===== src/pin_change_irq_pkg.sv =====
// ============================================================================
// Shared constants and types for the pin-change and external interrupt block.
// ============================================================================
package pin_change_irq_pkg;

    // ========================================================================
    // Register indices; the byte address is four times the index.
    // ========================================================================
    localparam logic [7:0] IDX_GENERAL_IRQ_FLAGS    = 8'h3A;
    localparam logic [7:0] IDX_GENERAL_IRQ_MASK_REG = 8'h3B;
    localparam logic [7:0] IDX_PINCHG_MASK_UPPER    = 8'h3C;
    localparam logic [7:0] IDX_PINCHG_MASK_LOWER    = 8'h3D;
    localparam logic [7:0] IDX_EXT_SENSE_CFG        = 8'h3E;

    // ========================================================================
    // Field positions shared by the flag register and the enable register.
    // ========================================================================
    localparam int BIT_EXT   = 6;
    localparam int BIT_UPPER = 5;
    localparam int BIT_LOWER = 4;
    localparam logic [7:0] FLAGS_USED_MASK = 8'h70;
    localparam logic [7:0] UPPER_USED_MASK = 8'h0F;
    localparam logic [7:0] SENSE_USED_MASK = 8'h03;

    // ========================================================================
    // Widths and values after reset.
    // ========================================================================
    localparam int UPPER_PINS = 4;
    localparam int LOWER_PINS = 8;
    localparam int ALL_PINS   = 12;
    localparam logic [7:0] RST_GENERAL_IRQ_FLAGS    = 8'h00;
    localparam logic [7:0] RST_GENERAL_IRQ_MASK_REG = 8'h00;
    localparam logic [3:0] RST_PINCHG_MASK_UPPER    = 4'h0;
    localparam logic [7:0] RST_PINCHG_MASK_LOWER    = 8'h00;
    localparam logic [1:0] RST_EXT_SENSE_CFG        = 2'h0;
    localparam logic [31:0] RDATA_UNMAPPED          = 32'h0000_0000;

    // ========================================================================
    // AHB-Lite encodings.
    // ========================================================================
    localparam logic [1:0] HTRANS_NONSEQ = 2'h2;
    localparam logic       HRESP_OKAY    = 1'h0;

    // ========================================================================
    // Sense modes of the external interrupt pin.
    // ========================================================================
    typedef enum logic [1:0] {
        SENSE_LOW_LEVEL = 2'h0,
        SENSE_ANY_EDGE  = 2'h1,
        SENSE_FALL_EDGE = 2'h2,
        SENSE_RISE_EDGE = 2'h3
    } ext_sense_t;

    // One bit for each of the three interrupt vectors.
    typedef struct packed {
        logic ext;
        logic upper;
        logic lower;
    } irq_vec_t;

endpackage


===== src/pin_change_ext_irq_flags.sv =====
// The implementer's own choice: the AHB-Lite register port.
`timescale 1ns/100ps
// Contract
// - Reserved bits 7 and 3:0 of the flag register and 7:4 of the upper mask read as zero.
// - A configured edge or change on the external pin sets the external flag in bit 6.
// - The external vector is requested only with global enable and its enable set, and with its flag or, in level mode, a low pin.
// - Each of the three flags clears when the CPU takes the matching interrupt routine.
// - Writing a one to a flag bit clears that flag, so software can drop it unserviced.
// - The external flag stays zero while the external pin is set to sense a low level.
// - A change on any enabled upper source pin 11:8 sets the upper flag in bit 5.
// - The upper vector is requested only with its flag, global enable and group enable set.
// - A change on any enabled lower source pin 7:0 sets the lower flag in bit 4.
// - The lower vector is requested only with its flag, global enable and group enable set.
// - An upper pin is a source only when both its mask bit and the upper group enable are set.
// - Changes on an upper pin whose mask bit is clear produce no request.
// - The digital input of a pin is forced on while its mask bit and group enable are both set.
// - Each lower pin is gated by its own bit of a separate lower mask register.
module pin_change_ext_irq_flags (
    input  wire logic                             hclk,
    input  wire logic                             hresetn,
    input  wire logic                             clk_en,
    input  wire logic                             hsel,
    input  wire logic [31:0]                      haddr,
    input  wire logic [1:0]                       htrans,
    input  wire logic                             hwrite,
    input  wire logic [2:0]                       hsize,
    input  wire logic [31:0]                      hwdata,
    input  wire logic                             hready,
    output logic                                  hreadyout,
    output logic                                  hresp,
    output logic [31:0]                           hrdata,
    input  wire logic                             ext_irq_pin,
    input  wire logic [3:0]                       pinchg_src_upper,
    input  wire logic [7:0]                       pinchg_src_lower,
    input  wire logic                             global_irq_en,
    input  wire pin_change_irq_pkg::irq_vec_t     irq_taken,
    input  wire logic [11:0]                      analog_digin_off,
    output pin_change_irq_pkg::irq_vec_t          irq_req,
    output logic                                  irq,
    output logic [11:0]                           digin_en_override_en,
    output logic [11:0]                           digin_en_override_val
);

    // ========================================================================
    // Register decode helpers.
    // ========================================================================
    // Matches a word address against a register index; upper address bits alias.
    function automatic logic idx_hit(input logic [31:0] addr, input logic [7:0] idx);
        idx_hit = (addr[9:2] == idx);
    endfunction

    // ========================================================================
    // State.
    // ========================================================================
    logic [2:0]                      flags;         // ext, upper, lower.
    logic [2:0]                      enables;       // Same layout as flags.
    logic [3:0]                      pinchg_mask_upper;
    logic [7:0]                      pinchg_mask_lower;
    pin_change_irq_pkg::ext_sense_t  ext_sense;
    logic [12:0]                     pin_meta;      // First synchroniser stage.
    logic [12:0]                     pin_sync;      // Second synchroniser stage.
    logic [12:0]                     pin_prev;      // Previous synchronised sample.
    logic                            wr_pend;
    logic [31:0]                     wr_addr;

    // ========================================================================
    // AHB-Lite address phase decode.
    // ========================================================================
    // The slave never inserts wait states, so hreadyout is a constant high.
    logic        addr_valid;
    logic        rd_take;
    logic        wr_take;
    logic [31:0] rd_word;
    logic        sel_flags;
    logic        sel_enable;
    logic        sel_upper;
    logic        sel_lower;
    logic        sel_sense;
    assign addr_valid = hsel && (htrans == pin_change_irq_pkg::HTRANS_NONSEQ) && hready;
    assign rd_take    = clk_en && addr_valid && !hwrite;
    assign wr_take    = clk_en && addr_valid && hwrite;
    assign sel_flags  = idx_hit(haddr, pin_change_irq_pkg::IDX_GENERAL_IRQ_FLAGS);
    assign sel_enable = idx_hit(haddr, pin_change_irq_pkg::IDX_GENERAL_IRQ_MASK_REG);
    assign sel_upper  = idx_hit(haddr, pin_change_irq_pkg::IDX_PINCHG_MASK_UPPER);
    assign sel_lower  = idx_hit(haddr, pin_change_irq_pkg::IDX_PINCHG_MASK_LOWER);
    assign sel_sense  = idx_hit(haddr, pin_change_irq_pkg::IDX_EXT_SENSE_CFG);
    assign hreadyout  = 1'b1;
    assign hresp      = pin_change_irq_pkg::HRESP_OKAY;

    // Read mux; unused and reserved bits are zero, unmapped words read zero.
    assign rd_word = sel_flags  ? {24'h000000, 1'b0, flags, 4'h0} :
                     sel_enable ? {24'h000000, 1'b0, enables, 4'h0} :
                     sel_upper  ? {28'h0000000, pinchg_mask_upper} :
                     sel_lower  ? {24'h000000, pinchg_mask_lower} :
                     sel_sense  ? {30'h00000000, ext_sense} :
                     pin_change_irq_pkg::RDATA_UNMAPPED;

    // Read data is captured at the address phase edge and held into the data phase.
    always_ff @(posedge hclk or negedge hresetn) begin
        if (!hresetn) begin
            hrdata <= pin_change_irq_pkg::RDATA_UNMAPPED;
        end else if (rd_take) begin
            hrdata <= rd_word;
        end
    end

    // The write address is held so the write lands when hwdata is valid.
    always_ff @(posedge hclk or negedge hresetn) begin
        if (!hresetn) begin
            wr_pend <= 1'b0;
            wr_addr <= 32'h0000_0000;
        end else if (clk_en) begin
            wr_pend <= wr_take;
            wr_addr <= wr_take ? haddr : wr_addr;
        end
    end

    // ========================================================================
    // Data phase write strobes.
    // ========================================================================
    logic wr_flags;
    logic wr_enable;
    logic wr_upper;
    logic wr_lower;
    logic wr_sense;
    assign wr_flags  = clk_en && wr_pend && idx_hit(wr_addr, pin_change_irq_pkg::IDX_GENERAL_IRQ_FLAGS);
    assign wr_enable = clk_en && wr_pend && idx_hit(wr_addr, pin_change_irq_pkg::IDX_GENERAL_IRQ_MASK_REG);
    assign wr_upper  = clk_en && wr_pend && idx_hit(wr_addr, pin_change_irq_pkg::IDX_PINCHG_MASK_UPPER);
    assign wr_lower  = clk_en && wr_pend && idx_hit(wr_addr, pin_change_irq_pkg::IDX_PINCHG_MASK_LOWER);
    assign wr_sense  = clk_en && wr_pend && idx_hit(wr_addr, pin_change_irq_pkg::IDX_EXT_SENSE_CFG);

    // Configuration registers; only the documented widths are stored.
    always_ff @(posedge hclk or negedge hresetn) begin
        if (!hresetn) begin
            enables           <= pin_change_irq_pkg::RST_GENERAL_IRQ_MASK_REG[6:4];
            pinchg_mask_upper <= pin_change_irq_pkg::RST_PINCHG_MASK_UPPER;
            pinchg_mask_lower <= pin_change_irq_pkg::RST_PINCHG_MASK_LOWER;
            ext_sense         <= pin_change_irq_pkg::ext_sense_t'(pin_change_irq_pkg::RST_EXT_SENSE_CFG);
        end else begin
            if (wr_enable) enables <= hwdata[6:4];
            if (wr_upper) pinchg_mask_upper <= hwdata[3:0];
            if (wr_lower) pinchg_mask_lower <= hwdata[7:0];
            if (wr_sense) ext_sense <= pin_change_irq_pkg::ext_sense_t'(hwdata[1:0]);
        end
    end

    // ========================================================================
    // Pin synchronisers and change detection.
    // ========================================================================
    // Pins are asynchronous, so two flops come before any logic looks at them.
    logic [12:0] pin_raw;
    logic [12:0] pin_change;
    assign pin_raw    = {ext_irq_pin, pinchg_src_upper, pinchg_src_lower};
    assign pin_change = pin_sync ^ pin_prev;

    always_ff @(posedge hclk or negedge hresetn) begin
        if (!hresetn) begin
            pin_meta <= 13'h0000;
            pin_sync <= 13'h0000;
            pin_prev <= 13'h0000;
        end else if (clk_en) begin
            pin_meta <= pin_raw;
            pin_sync <= pin_meta;
            pin_prev <= pin_sync;
        end
    end

    // ========================================================================
    // Event qualification.
    // ========================================================================
    logic        ext_now;
    logic        ext_was;
    logic        ext_event;
    logic [3:0]  upper_armed;
    logic [7:0]  lower_armed;
    logic        upper_event;
    logic        lower_event;
    assign ext_now = pin_sync[12];
    assign ext_was = pin_prev[12];

    // Level sensing never raises an event, which also keeps the flag at zero.
    assign ext_event = clk_en && (
                       (ext_sense == pin_change_irq_pkg::SENSE_ANY_EDGE  && ext_now != ext_was) ||
                       (ext_sense == pin_change_irq_pkg::SENSE_FALL_EDGE && !ext_now && ext_was) ||
                       (ext_sense == pin_change_irq_pkg::SENSE_RISE_EDGE && ext_now && !ext_was));

    // A pin counts only when both its mask bit and its group enable are set.
    assign upper_armed = pinchg_mask_upper & {4{enables[1]}};
    assign lower_armed = pinchg_mask_lower & {8{enables[0]}};
    assign upper_event = clk_en && |(pin_change[11:8] & upper_armed);
    assign lower_event = clk_en && |(pin_change[7:0] & lower_armed);

    // ========================================================================
    // Sticky flags.
    // ========================================================================
    // A set in the same cycle as a clear wins, so no event is ever dropped.
    logic [2:0] flag_set;
    logic [2:0] flag_clr;
    logic [2:0] next_flags;
    logic       ext_level_mode;
    assign ext_level_mode = (ext_sense == pin_change_irq_pkg::SENSE_LOW_LEVEL);
    assign flag_set = {ext_event, upper_event, lower_event};
    assign flag_clr = ({3{wr_flags}} & hwdata[6:4])
                    | ({3{clk_en}} & {irq_taken.ext, irq_taken.upper, irq_taken.lower});
    assign next_flags = {(flags[2] & !flag_clr[2] & !ext_level_mode) | flag_set[2],
                         (flags[1:0] & ~flag_clr[1:0]) | flag_set[1:0]};

    always_ff @(posedge hclk or negedge hresetn) begin
        if (!hresetn) begin
            flags <= pin_change_irq_pkg::RST_GENERAL_IRQ_FLAGS[6:4];
        end else if (clk_en) begin
            flags <= next_flags;
        end
    end

    // ========================================================================
    // Vector requests to the CPU.
    // ========================================================================
    // In level mode the request follows the low pin directly instead of a flag.
    assign irq_req.ext   = global_irq_en && enables[2] &&
                           (flags[2] || (ext_level_mode && !ext_now));
    assign irq_req.upper = global_irq_en && enables[1] && flags[1];
    assign irq_req.lower = global_irq_en && enables[0] && flags[0];
    assign irq           = |irq_req;

    // ========================================================================
    // Digital input enable override.
    // ========================================================================
    // Sensing needs the input buffer even when an analog user switched it off.
    logic [11:0] pinchg_armed;
    assign pinchg_armed          = {upper_armed, lower_armed};
    assign digin_en_override_en  = pinchg_armed | analog_digin_off;
    assign digin_en_override_val = pinchg_armed;
endmodule


===== config.mk =====
export PLATFORM = sky130hd
export DESIGN_NAME = pin_change_ext_irq_flags
export DESIGN_NICKNAME = d
export VERILOG_FILES = /design/src/pin_change_irq_pkg.sv /design/src/pin_change_ext_irq_flags.sv
export SDC_FILE = /design/constraint.sdc
export NUM_CORES = 1
export LEC_CHECK = 0
export BUFFER_PORTS_ARGS = -buffer_cell sky130_fd_sc_hd__buf_2
export CAP_MARGIN = 30
export CORE_MARGIN = 10
export CORE_UTILIZATION = 25
export CTS_CLUSTER_SIZE = 28
export DETAILED_ROUTE_END_ITERATION = 6
export PLACE_DENSITY = 0.51
export SLEW_MARGIN = 25
export SYNTH_ARGS = -nofsm -noshare
export SYNTH_HDL_FRONTEND = slang
export SYNTH_SLANG_ARGS = --single-unit

===== constraint.sdc =====
create_clock -name hclk -period 2.4 [get_ports hclk]
set_clock_uncertainty 0.15 [all_clocks]
set_input_delay 0.24 -clock hclk [delete_from_list [all_inputs] [get_ports hclk]]
set_output_delay 0.24 -clock hclk [all_outputs]
set_load 0.01 [all_outputs]

==> reports/results.ini <==
[placement]
gp_congestion = 0.792
post-dp-hpwl_um = 7360
numPortBuffers = 88

[yosys]
yosys.cell_types.count = 39
synthArstFlopShare_pct = 100
synth_flop_cell = dfrtp_1
synth_edf_count = 0
synth_fa_ha_area_share_pct = 0
synthCells = 300
synthMuxAreaShare_pct = 20.6
synth-seq-area-share_pct = 51.5
synth_compound_area_share_pct = 6.09
synth-simple-area-share_pct = 12.2
synth_area_per_cell_um2 = 12.3
synth_area_mm2 = 0.00370
synth_top_family_by_area = multiplexers
yosys_warnings = 0
ys_ff_latch = 76
synth-xor-area-share_pct = 3.08

[routing]
routed_via_density = 4.36
firstDrtPassIters = 4
ant_nets = 0
wl_per_cell_um = 15.6
vias = 2615
drtIter0Drc = 141
post-route-drc-count = 0
drt-total-wl_um = 9370

[timing]
maxSlewViolCount = 0
post-route-min-period_ps = 1960
max_freq_mhz = 511
whs_ps = 10.6
setup_viol = 0
hold_viol_final = 0
tightest_slew_ps = 669
rsz0062_at_grt = no
slew_headroom_pct = 55.1
min_period_over_period_pct = 81.6
setup_tns_ps = 0

[grt]
grt_usage_pct = 9.27
grt.overflow.total = 0
antenna_found_initial = 0
grt_pass1_vias = 2762
grt_max_degree = 47
grt_pass1_wl_um = 14800

[clocking]
cts_buffer_depth = 2
clock_sinks = 76
cts-root-buf = clkbuf_16
cts_tree = built
clock_latency_ps = 330
cts_max_level = 3
post_cts_buffers = 0
numCtsBuffers = 9
cts.clk_slew.worst_paths_ps = 60
cts_resized = 0

[finish]
antenna_cells = 0
area_growth_pct = 29.4
final_nets = 515
layout_commonest_cell = buf_2
drive_gt1_share_pct = 44.7
final_cell_mix = buf_2 (87), dfrtp_1 (76), mux2_2 (64)
final_core_util_pct = 32.9

[critical_path]
worstSetupPathType = reg -> reg
reg2reg_slack_ps = 440
required_ps = 2460
critPathArrivalTime_ps = 2020
endpoint_kind = register
start_kind = register
critPathMaxFanout = 8

[job]
drv_cap = 0

[floorplan]
boundaryPins = 166
rows = 44
dieHeight_um = 142
coreArea_mm2 = 0.0145
start_util_pct = 25.4
die_w_um = 142
die_area_mm2 = 0.0200

[status]
status = finished clean

[pwr]
power_mw = 3.34
ir_drop_mv = 0.326
p_per_area_mw_per_mm2 = 698
p_leak_nw = 2.32

[min_path]
hold_class = in -> reg

[timing repair]
action / 4_1_cts / 5_1_grt
endpoints found under the hold margin: 65 / 0
hold buffers: 21 / 0
setup endpoints to repair: 0 / 0
[area by class of cell]
cell class | count | area, µm²
fill | 1481 | 9750
multi-input combinational | 212 | 1650
clock buffer | 11 | 243
inverter | 1 | 3.75
timing repair buffer | 111 | 681
clock inverter | 5 | 75.1
sequential | 76 | 1900
tap | 184 | 230
[Yosys cell counts, types with 3 or more instances]
| master | n | area [µm²] |
|---|---|---|
| a22oi_1 | 6 | 45.0 |
| a32o_1 | 3 | 30.0 |
| and2_1 | 12 | 75.1 |
| buf_2 | 4 | 20.0 |
| buf_4 | 26 | 195 |
| clkbuf_1 | 4 | 15.0 |
| dfrtp_1 | 76 | 1900 |
| mux2_2 | 64 | 721 |
| mux2i_1 | 4 | 40.0 |
| nand2_1 | 17 | 63.8 |
| nand2b_1 | 4 | 25.0 |
| nor2_1 | 9 | 33.8 |
| nor2b_1 | 3 | 18.8 |
| o21ai_0 | 8 | 40.0 |
| o311ai_0 | 3 | 26.3 |
| or2_2 | 12 | 75.1 |
| xor2_1 | 13 | 114 |
[metrics by stage]
step                      worst slack [ps]  std cells  area (µm²)
after CTS                              426        600        4780
final                                  442        600        4780
after global routing                   344        600        4780
after detailed placement               452        563        4250
after floorplan                        723        324        3790
after global placement                 473        563        4250
[registers in the layout, indices dropped and copies added, names as in the netlist, 2 cells and up]
| signal | flops |
|---|---|
| pinchg_mask_upper | 4 |
| pin_meta | 13 |
| pinchg_mask_lower | 8 |
| wr_addr | 8 |
| hrdata | 8 |
| pin_prev | 13 |
| flags | 3 |
| enables | 3 |
| pin_sync | 13 |
| ext_sense | 2 |
[routing by layer]
layer	track usage (%)	share of wire, %	vias up
met5	0	0	-
met4	2.90	1.1	0
met3	3.30	8.0	10
met2	15.2	48	78
met1	11.1	43	1292
li1	-	-	1235
[worst max-delay path, cell delays in order, from the launching register on]
cell     delay [ps]
dfrtp_1         400
nor2_1          110
nand3_1         170
nor4b_4         600
mux2_2          410
[report_power, final]
group,total (mW),leakage (nW),switching (mW),internal [mW]
sequential,1.50,0.963,0.0951,1.41
clock,1.45,0.159,0.516,0.933
combinational,0.383,1.20,0.167,0.216
[final timing paths]
path                             from                    to  cells after the start
max                        wr_addr[9]  pinchg_mask_lower[2]                      4
max reg2reg                wr_addr[9]  pinchg_mask_lower[2]                      4
max in group asynchronous     hresetn           pin_prev[3]                      3
min in group asynchronous     hresetn            wr_addr[2]                      2
min                          haddr[5]            wr_addr[5]                      2
min reg2reg                 hrdata[6]             hrdata[6]                      2
[kinds of logic (layout without fill, tap and decap cells)]
kind of cell | count (synthesis) | after routing
AOI/OAI and AO/OA | 30 | 30
xor gates and xnor gates | 13 | 13
buffers and inverters | 36 | 128
DFF | 76 | 76
muxes | 68 | 68
other | 2 | 26
and+or+nand+nor | 75 | 75
Note: power is estimated with default switching activity, not from simulation.
